===== config.mk =====
export PLATFORM = sky130hd
export DESIGN_NAME = tc8_timer
export DESIGN_NICKNAME = d
export VERILOG_FILES = /design/src/logic/tc8_pkg.sv /design/src/logic/tc8_prescaler.sv /design/src/logic/tc8_timer.sv
export VERILOG_INCLUDE_DIRS = /design/src /design/src/logic
export SDC_FILE = /design/constraint.sdc
export NUM_CORES = 1
export LEC_CHECK = 0
export BUFFER_PORTS_ARGS = -buffer_cell sky130_fd_sc_hd__clkbuf_2
export CAP_MARGIN = 20
export CORE_ASPECT_RATIO = 0.5
export CORE_MARGIN = 10
export CORE_UTILIZATION = 29
export DETAILED_ROUTE_END_ITERATION = 8
export GPL_ROUTABILITY_DRIVEN = 0
export MAX_ROUTING_LAYER = met4
export PLACE_DENSITY = 0.6
export SYNTH_ARGS = -nofsm -noshare
export SYNTH_HDL_FRONTEND = slang
export SYNTH_SLANG_ARGS = --single-unit

===== constraint.sdc =====
create_clock -name core_clk_i -period 3.7 [get_ports core_clk_i]
set_clock_uncertainty 0.15 [all_clocks]
set_input_delay 0.555 -clock core_clk_i [delete_from_list [all_inputs] [get_ports core_clk_i]]
set_output_delay 0.555 -clock core_clk_i [all_outputs]
set_load 0.01 [all_outputs]

===== src/logic/tc8_cfg.svh =====
`ifndef TC8_CFG_SVH
`define TC8_CFG_SVH

// Register indices; the APB byte address of each register is four times its index.
`define IDX_CMP_A 10'h01C
`define IDX_CAP_B 10'h01D
`define IDX_CTRL 10'h01E
`define ADDR_CMP_A {`IDX_CMP_A, 2'b00}
`define ADDR_CAP_B {`IDX_CAP_B, 2'b00}
`define ADDR_CTRL {`IDX_CTRL, 2'b00}
// Control register field positions.
`define CTRL_MODE_BIT 0
`define CTRL_CLK_LO 1
`define CTRL_CLK_HI 3
`define CTRL_RUN_BIT 4
`define CTRL_AUTO_CAPTURE_ENABLE_BIT 6
// Reset values.
`define DATA_RESET 8'hFF
`define CTRL_RESET 8'h00
// Source clock code for the external pin, and the base divider exponent.
`define CLK_EXT 3'b111
`define DIV_EXP_BASE 13
`define PRESCALE_W 15

`endif


===== src/logic/tc8_pkg.sv =====
package tc8_pkg;
    typedef enum logic [1:0] {
        MODE_TIMER = 2'b01,
        MODE_CAPTURE = 2'b10
    } mode_e;
    typedef logic [7:0] byte_t;
endpackage : tc8_pkg


===== src/logic/tc8_prescaler.sv =====
`timescale 1ns/100ps
`default_nettype none
`include "tc8_cfg.svh"
// Free-running divider; emits a one-cycle tick at the selected rate.
module tc8_prescaler
    import tc8_pkg::*;
(
    input wire logic core_clk_i,
    input wire logic rst_i,
    input wire logic run_i,
    input wire logic [2:0] sel_i,
    input wire logic halve_i,
    output logic tick_o
);
    logic [`PRESCALE_W-1:0] div_r;
    logic [3:0] expo;
    logic [`PRESCALE_W-1:0] mask;

    always_comb begin
        expo = 4'(`DIV_EXP_BASE) - {1'b0, sel_i} + {3'b000, halve_i};
        mask = `PRESCALE_W'((32'h0000_0001 << expo) - 32'h0000_0001);
    end

    always_ff @(posedge core_clk_i) begin
        if (rst_i || !run_i) begin
            div_r <= '0;
        end else begin
            div_r <= div_r + `PRESCALE_W'(1);
        end
    end

    assign tick_o = run_i && ((div_r & mask) == mask);
endmodule : tc8_prescaler
`default_nettype wire


===== src/logic/tc8_timer.sv =====
// Decided for this implementation: register access over APB and the register addresses.
`timescale 1ns/100ps
`default_nettype none
`include "tc8_cfg.svh"
module tc8_timer
    import tc8_pkg::*;
(
    input wire logic core_clk_i,
    input wire logic rst_i,
    input wire logic psel_i,
    input wire logic penable_i,
    input wire logic pwrite_i,
    input wire logic [11:0] paddr_i,
    input wire logic [31:0] pwdata_i,
    output logic [31:0] prdata_o,
    output logic pready_o,
    output logic pslverr_o,
    input wire logic event_input_pin_i,
    input wire logic prescale_halve_select_i,
    input wire logic stop_entry_i,
    output logic timer_irq_o
);
    ////////////////////////////////////////////////////////////////////////////
    logic [7:0] compare_capture_a_r;
    logic [7:0] capture_b_r;
    logic run_control_r;
    logic auto_capture_enable_r;
    logic [2:0] source_clock_select_r;
    logic operating_mode_select_r;
    logic [7:0] count_r;
    logic pin_s1_r;
    logic pin_s2_r;
    logic pin_prev_r;
    logic irq_r;
    logic seen_fall_r;
    logic cap_hold_r;
    logic zero_after_match_r;
    logic [7:0] ctrl_rd;
    logic wr_en;
    logic rd_en;
    logic rd_a;
    logic pin_rise;
    logic pin_fall;
    logic tick;
    logic src_edge;
    logic capture_mode;
    logic ext_src;
    mode_e mode;

    ////////////////////////////////////////////////////////////////////////////
    // APB slave: zero wait states, unmapped addresses read zero with error.
    assign pready_o = 1'b1;
    assign wr_en = psel_i && penable_i && pwrite_i;
    assign rd_en = psel_i && penable_i && !pwrite_i;
    assign rd_a = rd_en && (paddr_i == `ADDR_CMP_A);
    assign pslverr_o = psel_i && penable_i && (paddr_i != `ADDR_CMP_A) && (paddr_i != `ADDR_CAP_B)
        && (paddr_i != `ADDR_CTRL);
    assign ctrl_rd = {1'b0, auto_capture_enable_r, 1'b0, run_control_r, source_clock_select_r,
        operating_mode_select_r};

    always_comb begin
        case (paddr_i)
            `ADDR_CMP_A: prdata_o = {24'h0000_00, compare_capture_a_r};
            `ADDR_CAP_B: prdata_o = {24'h0000_00, capture_b_r};
            `ADDR_CTRL: prdata_o = {24'h0000_00, ctrl_rd};
            default: prdata_o = 32'h0000_0000;
        endcase
    end

    always_ff @(posedge core_clk_i) begin
        if (rst_i) begin
            run_control_r <= 1'b0;
            auto_capture_enable_r <= 1'b0;
            source_clock_select_r <= 3'h0;
            operating_mode_select_r <= 1'b0;
        end else begin
            if (wr_en && paddr_i == `ADDR_CTRL) begin
                run_control_r <= pwdata_i[`CTRL_RUN_BIT];
                auto_capture_enable_r <= pwdata_i[`CTRL_AUTO_CAPTURE_ENABLE_BIT];
                source_clock_select_r <= pwdata_i[`CTRL_CLK_HI:`CTRL_CLK_LO];
                operating_mode_select_r <= pwdata_i[`CTRL_MODE_BIT];
            end
            if (stop_entry_i) begin
                run_control_r <= 1'b0;
            end
        end
    end

    ////////////////////////////////////////////////////////////////////////////
    // Pin synchroniser; only the second stage feeds edge detection.
    always_ff @(posedge core_clk_i) begin
        if (rst_i) begin
            pin_s1_r <= 1'b0;
            pin_s2_r <= 1'b0;
            pin_prev_r <= 1'b0;
        end else begin
            pin_s1_r <= event_input_pin_i;
            pin_s2_r <= pin_s1_r;
            pin_prev_r <= pin_s2_r;
        end
    end

    assign pin_rise = run_control_r && pin_s2_r && !pin_prev_r;
    assign pin_fall = run_control_r && !pin_s2_r && pin_prev_r;

    tc8_prescaler u_prescaler (
        .core_clk_i(core_clk_i),
        .rst_i(rst_i),
        .run_i(run_control_r),
        .sel_i(source_clock_select_r),
        .halve_i(prescale_halve_select_i),
        .tick_o(tick)
    );

    assign mode = operating_mode_select_r ? MODE_CAPTURE : MODE_TIMER;
    assign capture_mode = (mode == MODE_CAPTURE);
    assign ext_src = (source_clock_select_r == `CLK_EXT);
    // Counting source: pin rising edges on code 111, otherwise the prescaler tick.
    assign src_edge = ext_src ? pin_rise : tick;

    ////////////////////////////////////////////////////////////////////////////
    // Counter, match, capture and overflow.
    logic cmp_hit;
    logic event_mode;
    assign event_mode = !capture_mode && ext_src;
    // Timer: match on the counting edge once the count reaches A. Event: on the falling edge.
    assign cmp_hit = !capture_mode && (event_mode ? (pin_fall && count_r == compare_capture_a_r)
        : (tick && count_r == compare_capture_a_r));

    always_ff @(posedge core_clk_i) begin
        if (rst_i) begin
            count_r <= 8'h00;
            compare_capture_a_r <= `DATA_RESET;
            capture_b_r <= `DATA_RESET;
            irq_r <= 1'b0;
            seen_fall_r <= 1'b0;
            cap_hold_r <= 1'b0;
            zero_after_match_r <= 1'b0;
        end else if (!run_control_r) begin
            count_r <= 8'h00;
            irq_r <= 1'b0;
            seen_fall_r <= 1'b0;
            cap_hold_r <= 1'b0;
            zero_after_match_r <= 1'b0;
            // A is only written over APB while stopped; a write while running is dropped.
            if (wr_en && paddr_i == `ADDR_CMP_A) begin
                compare_capture_a_r <= pwdata_i[7:0];
            end
        end else begin
            irq_r <= 1'b0;
            if (rd_a) begin
                cap_hold_r <= 1'b0;
            end
            if (capture_mode) begin
                if (src_edge) begin
                    count_r <= count_r + 8'h01;
                end
                // While suspended only the counter runs; reading A re-arms capture.
                if (!cap_hold_r) begin
                    if (pin_rise) begin
                        compare_capture_a_r <= count_r;
                        count_r <= 8'h00;
                        irq_r <= 1'b1;
                    end else if (pin_fall) begin
                        capture_b_r <= count_r;
                        seen_fall_r <= 1'b1;
                    end else if (src_edge && count_r == 8'hFF) begin
                        compare_capture_a_r <= 8'hFF;
                        count_r <= 8'h00;
                        irq_r <= 1'b1;
                        cap_hold_r <= 1'b1;
                    end
                end
            end else begin
                if (cmp_hit) begin
                    count_r <= 8'h00;
                    irq_r <= 1'b1;
                    zero_after_match_r <= 1'b1;
                end else if (src_edge && !(event_mode && count_r == compare_capture_a_r)) begin
                    count_r <= count_r + 8'h01;
                    zero_after_match_r <= 1'b0;
                end
                if (auto_capture_enable_r && !zero_after_match_r && !cmp_hit) begin
                    capture_b_r <= count_r;
                end
            end
        end
    end

    assign timer_irq_o = irq_r;
endmodule : tc8_timer
`default_nettype wire


; ---- After elaboration in Yosys (flattened, before gate mapping)
; Cells that the tools add are included.
[totals]
regBits = 51
input_bits = 52
out_inout_bits = 35
wordCells = 120
[classes]
addsub = 5
n_eq_ne = 18
n_shift = 1
n_mux = 38
bitwise = 3
n_reduce_logical = 41
[ops]
columns = cell, count
row1 = 8-bit two-way mux, 20
row2 = 12-bit by 7-bit equality test with 1-bit output (second input constant), 3
row3 = 12-bit by 7-bit != test with 1-bit output (second input constant), 3
row4 = 8-bit case mux with 3 select lines, 1
row5 = 1-bit logical AND, 23
row6 = 1-bit two-way mux, 16
row7 = 15-bit by 1-bit adder with 15-bit output (second input constant), 1
row8 = 15-bit AND, 1
row9 = 15-bit equality test, 1
row10 = 1-bit by 4-bit left shift with 15-bit output (first input constant), 1
row11 = 15-bit by 1-bit subtractor with 15-bit output (second input constant), 1
row12 = 5-bit AND reduction, 2
row13 = 8-bit by 1-bit adder with 8-bit output (second input constant), 1
row14 = 8-bit equality test, 1
row15 = 8-bit equality test (second input constant), 1
row16 = 1-bit logical NOT, 8
row17 = 2-bit != test (second input constant), 4
row18 = 2-bit nonzero test, 3
row19 = 4-bit by 1-bit adder with 4-bit output, 1
row20 = 2-bit OR reduction, 2
row21 = 4-bit by 3-bit subtractor with 4-bit output (first input constant), 1
row22 = 3-bit equality test (second input constant), 1
row23 = 3-bit by 1-bit != test with 1-bit output (second input constant), 1
row24 = 3-bit != test (second input constant), 1
row25 = 7 further kinds, 8

; ---- Longest topological paths before layout
[depth]
word_depth = 15
mapped_depth = 18
depth_no_buf = 15

; ---- Cells and area by module
; Synthesis repeated with hierarchy kept, for this count alone.
[hier_totals]
cells_unflattened = 438
hier_area_um2 = 3599.7
[modules_own_cells]
columns = mod, n_inst, cells_each, area_per_inst_um2, seq_area_each_um2
row1 = tc8_timer, 1, 292, 2448.6, 720.7
row2 = tc8_prescaler, 1, 146, 1151.1, 300.3

; ---- Worst setup path after synthesis
; OpenSTA, ideal clock, no wires.
[synth_timing]
path_type = input-to-reg
from = input port prescale_halve_select_i
to = register count_r[2]
setup_time_ns = 0.103
arrival_time_ns = 3.519
required_ns = 3.447
path_slack_ns = -0.072
cell_stages = 15
path_buffers = 2
cell_sequence = ha_1 > inv_1 > ha_1 > buf_2 > nand3_1 > ha_1 > buf_2 > nor3b_1 > a31oi_2 > a211o_2 > o2111ai_4 > nor4_4 > nor3_1 > or3b_1 > a2111oi_2
[synth_between]
elab_chain_cells = 13
elab_cells_between_ends = 20
classes_between = add/sub (2) / eq/ne (1) / shift (1) / mux (9) / bitwise (1) / reduce/logical (6)
[synth_lines]
columns = element, line
row1 = start: declaration, tc8_timer.sv:19  ; input wire logic prescale_halve_select_i,
row2 = 4-bit by 1-bit adder with 4-bit output (*), tc8_prescaler.sv:20  ; expo = 4'(`DIV_EXP_BASE) - {1'b0, sel_i} + {3'b000, halve_i};
row3 = 1-bit by 4-bit left shift with 15-bit output (*), tc8_prescaler.sv:21  ; mask = `PRESCALE_W'((32'h0000_0001 << expo) - 32'h0000_0001);
row4 = 15-bit by 1-bit subtractor with 15-bit output (*), tc8_prescaler.sv:21
row5 = 15-bit AND, tc8_prescaler.sv:32  ; assign tick_o = run_i && ((div_r & mask) == mask);
row6 = 15-bit equality test (*), tc8_prescaler.sv:32
row7 = 1-bit logical AND (*), tc8_prescaler.sv:32
row8 = 1-bit two-way mux, tc8_timer.sv:119  ; assign src_edge = ext_src ? pin_rise : tick;
row9 = 8-bit two-way mux / 1-bit logical AND (equally long branches), "tc8_timer.sv:155, tc8_timer.sv:167"
row10 = 8-bit two-way mux, tc8_timer.sv:167  ; end else if (src_edge && count_r == 8'hFF) begin
row11 = 8-bit two-way mux, tc8_timer.sv:164  ; end else if (pin_fall) begin
row12 = 8-bit two-way mux, tc8_timer.sv:160  ; if (pin_rise) begin
row13 = 8-bit two-way mux, tc8_timer.sv:159  ; if (!cap_hold_r) begin
row14 = 8-bit two-way mux, tc8_timer.sv:154  ; if (capture_mode) begin
row15 = end signal: assignment, tc8_timer.sv:156  ; count_r <= count_r + 8'h01;
row16 = end signal: assignment, tc8_timer.sv:180  ; count_r <= count_r + 8'h01;
row17 = end: declaration, tc8_timer.sv:30  ; logic [7:0] count_r;
; Mark *: on every way between the ends. The rest lies on a longest branch, timed or not.
; A chain may end at the register's enable or synchronous reset.

; ---- Worst setup path in the final report
; Same ends and word-level chain as after synthesis.

==> summary by stage <==
Pwr
IR analysis of the VDD net gives a maximum drop of 162 µV. The switching power as a share of total power is between 20% and 30%. The combinational fraction of design power is roughly 7.3%. The power density normalized to cell area is 287 nW/µm². The clock share of power is 45.6%. Per report_power, the sequential group accounts for 47.1% of the total. The reported leakage power is 1.55 nW. The power dissipated by switching net loads is approximately 260 µW. The internal portion of total power is 907 µW.

Synthesis
The commonest cells after synthesis are 78 x nor2_1, 51 x dfxtp_1, 26 x buf_4. The average instance in the mapped netlist occupies approximately 8 µm². The post-synthesis async set-or-reset flop share is 0%. The biggest area contributor in the post-synthesis netlist is dfxtp_1.

The synthesized instance count is 430. The commonest register cell after synthesis is dfxtp_1. Of the synthesized area, sequential elements account for 29.7%. The number of warnings issued by yosys is 0.

Yosys mapped a number of flops with a built-in enable equal to 0. The count of cell types in the netlist is a little over 60. Of the post-synthesis cell area, the dominant cell type holds 29.7%. By instance count, the leading cell after synthesis is nor2_1. The mapped netlist covers roughly 3400 µm². After synthesis the netlist holds a flip-flop and latch count of 51. Yosys attributes the largest share of cell area to dfxtp_1 30%, nor2_1 8.5%, mux2i_1 7.3%, buf_4 5.7%, xor2_1 4.3%.

Timing
The number of pins exceeding their max-slew limit in the final report came to 0. The maximum clock frequency is 286 MHz. The minimum period implied by the final worst setup slack is 3490 ps. The setup violation total in the final timing report is 0.

The final number of hold-violating endpoints is 0. Setup repair after global routing left no endpoint under its margin. Measured against its own limit, the worst slew margin works out to 56.6%. The actual slew at the worst max-slew pin is 649 ps. The worst-case hold slack is 288 ps. The worst path uses between 90% and 100% of the clock period.

Routing
Dividing the detail-routed wire length by the instance count gives 14.1 µm. The vias per cell is 4.86. The number of remaining DRC errors is 0. The first detailed-routing pass ran for 5 iterations. The routed design has 8960 µm of wire. The routed via count is 3,094. The DRC violation total after the first TritonRoute iteration is 220.

The detail route stage leaves a number of antenna-violating nets equal to 0.

Worst setup path
For the worst setup path, the data required time is 3740 ps. Data arrives at the worst endpoint at ~3500 ps. In this design, the critical path's most frequently occurring cell is ha_4.

Among all stages on the critical path, the largest delay is contributed by nor4_4. The reg2reg setup slack is 220 ps. The critical path class is in2reg.

The highest cell delay on the worst timing path is 430 ps. The critical path goes through clkbuf_2 > ha_4 > inv_2 > ha_1 > nor2b_4 > nand2_2 > ha_4 > nor2b_1 > a22oi_1 > a211o_2 > o2111ai_4 > buf_4 > nor4_4 > nor3_2 > or3b_1 > a2111oi_2. The worst setup path is launched from an input pin. The critical path contains buffers and inverters numbering 3 combined. The highest net fanout along the worst path is 8. STA classifies the critical path endpoint as a flip-flop.

The kind of cell adding the most delay to the critical path is simple AND/OR/NAND/NOR gates.

Finish
The area growth from synthesis to layout is 18.3%. The fraction of final layout cells with drive strength greater than 1 is 23.3%. The area of all placed cells without fillers is 4070 µm².

In the final design database the tool counted around 530 nets. For this run, the share of the core covered by cells in the final layout is a little over a third. Fill cells in the final layout number 1,222. The count of antenna diodes in the layout is 0.

Global route
The initial antenna violation count came to 0. The global-route wire length before repair is 14,400 µm. Global routing used 10.3% of the available tracks. The number of global-route vias before repair was 2,824.

The maximum number of pins on one net before global-route repair is 36. The total congestion overflow after global routing is 0.

Floorplan
Pin placement for this block handled 87 I/O pins. The die covers 16,900 µm². The number of rows created at floorplan is 27. Measured along the y axis, the die boundary spans 97.0 µm. The die width is 174 µm.

The core area is between 10,000 and 15,000 µm². The starting utilization of the core area is slightly above 30%.

Placement
The wire-length estimate of the detail-placed layout is 6840 µm. The quantity of I/O buffers inserted on ports is 37. The cell area reported after detailed placement is around 3800 µm².

Clock tree
The deepest level of the CTS H-tree is 2. The clock transition at the register clock pins on the worst setup and hold paths after CTS is ~70 ps. The total clock buffers created by CTS is 5. The TritonCTS sink count is slightly above 50. The clock latency of the later-clocked register in the worst-skew pair is 290 ps. TritonCTS built the clock tree. The maximum count of clock buffers along a single path is 2.

The tree is rooted in a clkbuf_16.

Worst hold path
The class of the tightest hold or removal check is reg2reg.

Run
The max-capacitance violation count is 0.

Run status
The flow ran to the end, and the final reports show no timing, DRC or antenna violations.
[final timing paths]
| path | from | endpoint | depth (start not counted) |
|---|---|---|---|
| min reg2reg | pin_s1_r | pin_s2_r | 1 |
| max | prescale_halve_select_i | count_r[2] | 16 |
| max reg2reg | source_clock_select_r[0] | count_r[2] | 17 |
| min | pin_s1_r | pin_s2_r | 1 |
[what timing repair did]
action / 4_1_cts / 5_1_grt
setup endpoints to repair: 1 / 25
gates resized for setup: 1 / 16
hold buffers: 0 / 0
buffers inserted: 0 / 2
pin swaps: 0 / 5
[routing by layer]
metal / vias up / GRT usage [%] / share of wire [%]
li1: 1565 / - / -
met1: 1439 / 13.1 / 46
met2: 86 / 16.3 / 48
met3: 4 / 2.40 / 5.4
met4: 0 / 2.27 / 0.61
met5: - / - / 0
[kinds of logic (layout without fill, tap and decap cells)]
logic type,count (synthesis),in the layout,share of synthesized area (%)
AND/OR/NAND/NOR,178,178,25.9
AO/OA/AOI/OAI,81,81,17.3
buffers and inverters,60,84,10.3
flip-flops,51,51,29.7
multiplexers,31,31,9.23
XOR/XNOR,22,22,5.60
adder cells (fa/ha/maj),5,5,1.82
other,2,25,0.218
[per-stage QoR]
stage               cells  setup TNS (ps)  setup slack [ps]  total power, mW
floorplan             453               0              1.00            0.632
global placement      626           -4570              -261            0.642
detailed placement    626           -5060              -273            0.643
CTS                   634               0              87.4             1.18
global route          636               0              2.78             1.21
finish                636               0               208             1.17
[registers in the layout, indices dropped and copies added (netlist names)]
signal                   flops
auto_capture_enable_r        1
cap_hold_r                   1
capture_b_r                  8
compare_capture_a_r          8
count_r                      8
operating_mode_select_r      1
pin_prev_r                   1
pin_s1_r                     1
pin_s2_r                     1
run_control_r                1
source_clock_select_r        3
timer_irq_o                  1
u_prescaler.div_r           15
zero_after_match_r           1
[layout by cell type, fill, tap and decap left out, types with 4 or more instances in the layout]
| cell | n |
|---|---|
| nand2b_1 | 4 |
| mux2i_1 | 25 |
| mux2_2 | 6 |
| a211oi_2 | 4 |
| xor2_1 | 17 |
| o21ai_0 | 16 |
| nand3_1 | 16 |
| nor2_1 | 77 |
| nor2b_1 | 7 |
| or3_1 | 4 |
| clkbuf_2 | 37 |
| o32a_1 | 7 |
| a311oi_1 | 4 |
| a31oi_1 | 4 |
| buf_4 | 28 |
| inv_1 | 7 |
| nand3b_1 | 4 |
| a21oi_1 | 22 |
| and3_1 | 9 |
| xnor2_1 | 5 |
| nor4_1 | 6 |
| conb_1 | 25 |
| dfxtp_1 | 51 |
| nand2_1 | 18 |
| nor3_1 | 7 |
| clkbuf_16 | 5 |
[power groups by stage]
stage / clock, mW / sequential, mW / combinational [mW]
6_report: 0.533 / 0.550 / 0.0853
5_1_grt: 0.570 / 0.550 / 0.0944
3_5_place_dp: 0 / 0.563 / 0.0796
2_1_floorplan: 0 / 0.563 / 0.0694
4_1_cts: 0.552 / 0.550 / 0.0800
3_3_place_gp: 0 / 0.563 / 0.0792
[cell type report]
type	count	area, µm²	area share (%)
clock buffers	5	125	3.07
well taps	159	199	4.88
clock inverters	3	46.3	1.14
repair buffers	67	427	10.5
multi-input cells	342	2220	54.5
flip-flops and latches	51	1020	25.1
inverters	9	33.8	0.829
[worst register-to-register path: stages (launching register included)]
cell and delay, ps:
dfxtp_1 340, inv_2 50, ha_4 160, inv_2 50, ha_1 230, buf_4 140
nand3_2 70, ha_4 180, buf_6 120, nand3_1 80, a211oi_2 160, a211o_2 160
o2111ai_4 110, buf_4 160, nor4_4 440, nor3_2 90, or3b_1 410, a2111oi_2 290
No activity file was read; power rests on OpenSTA's default activity.
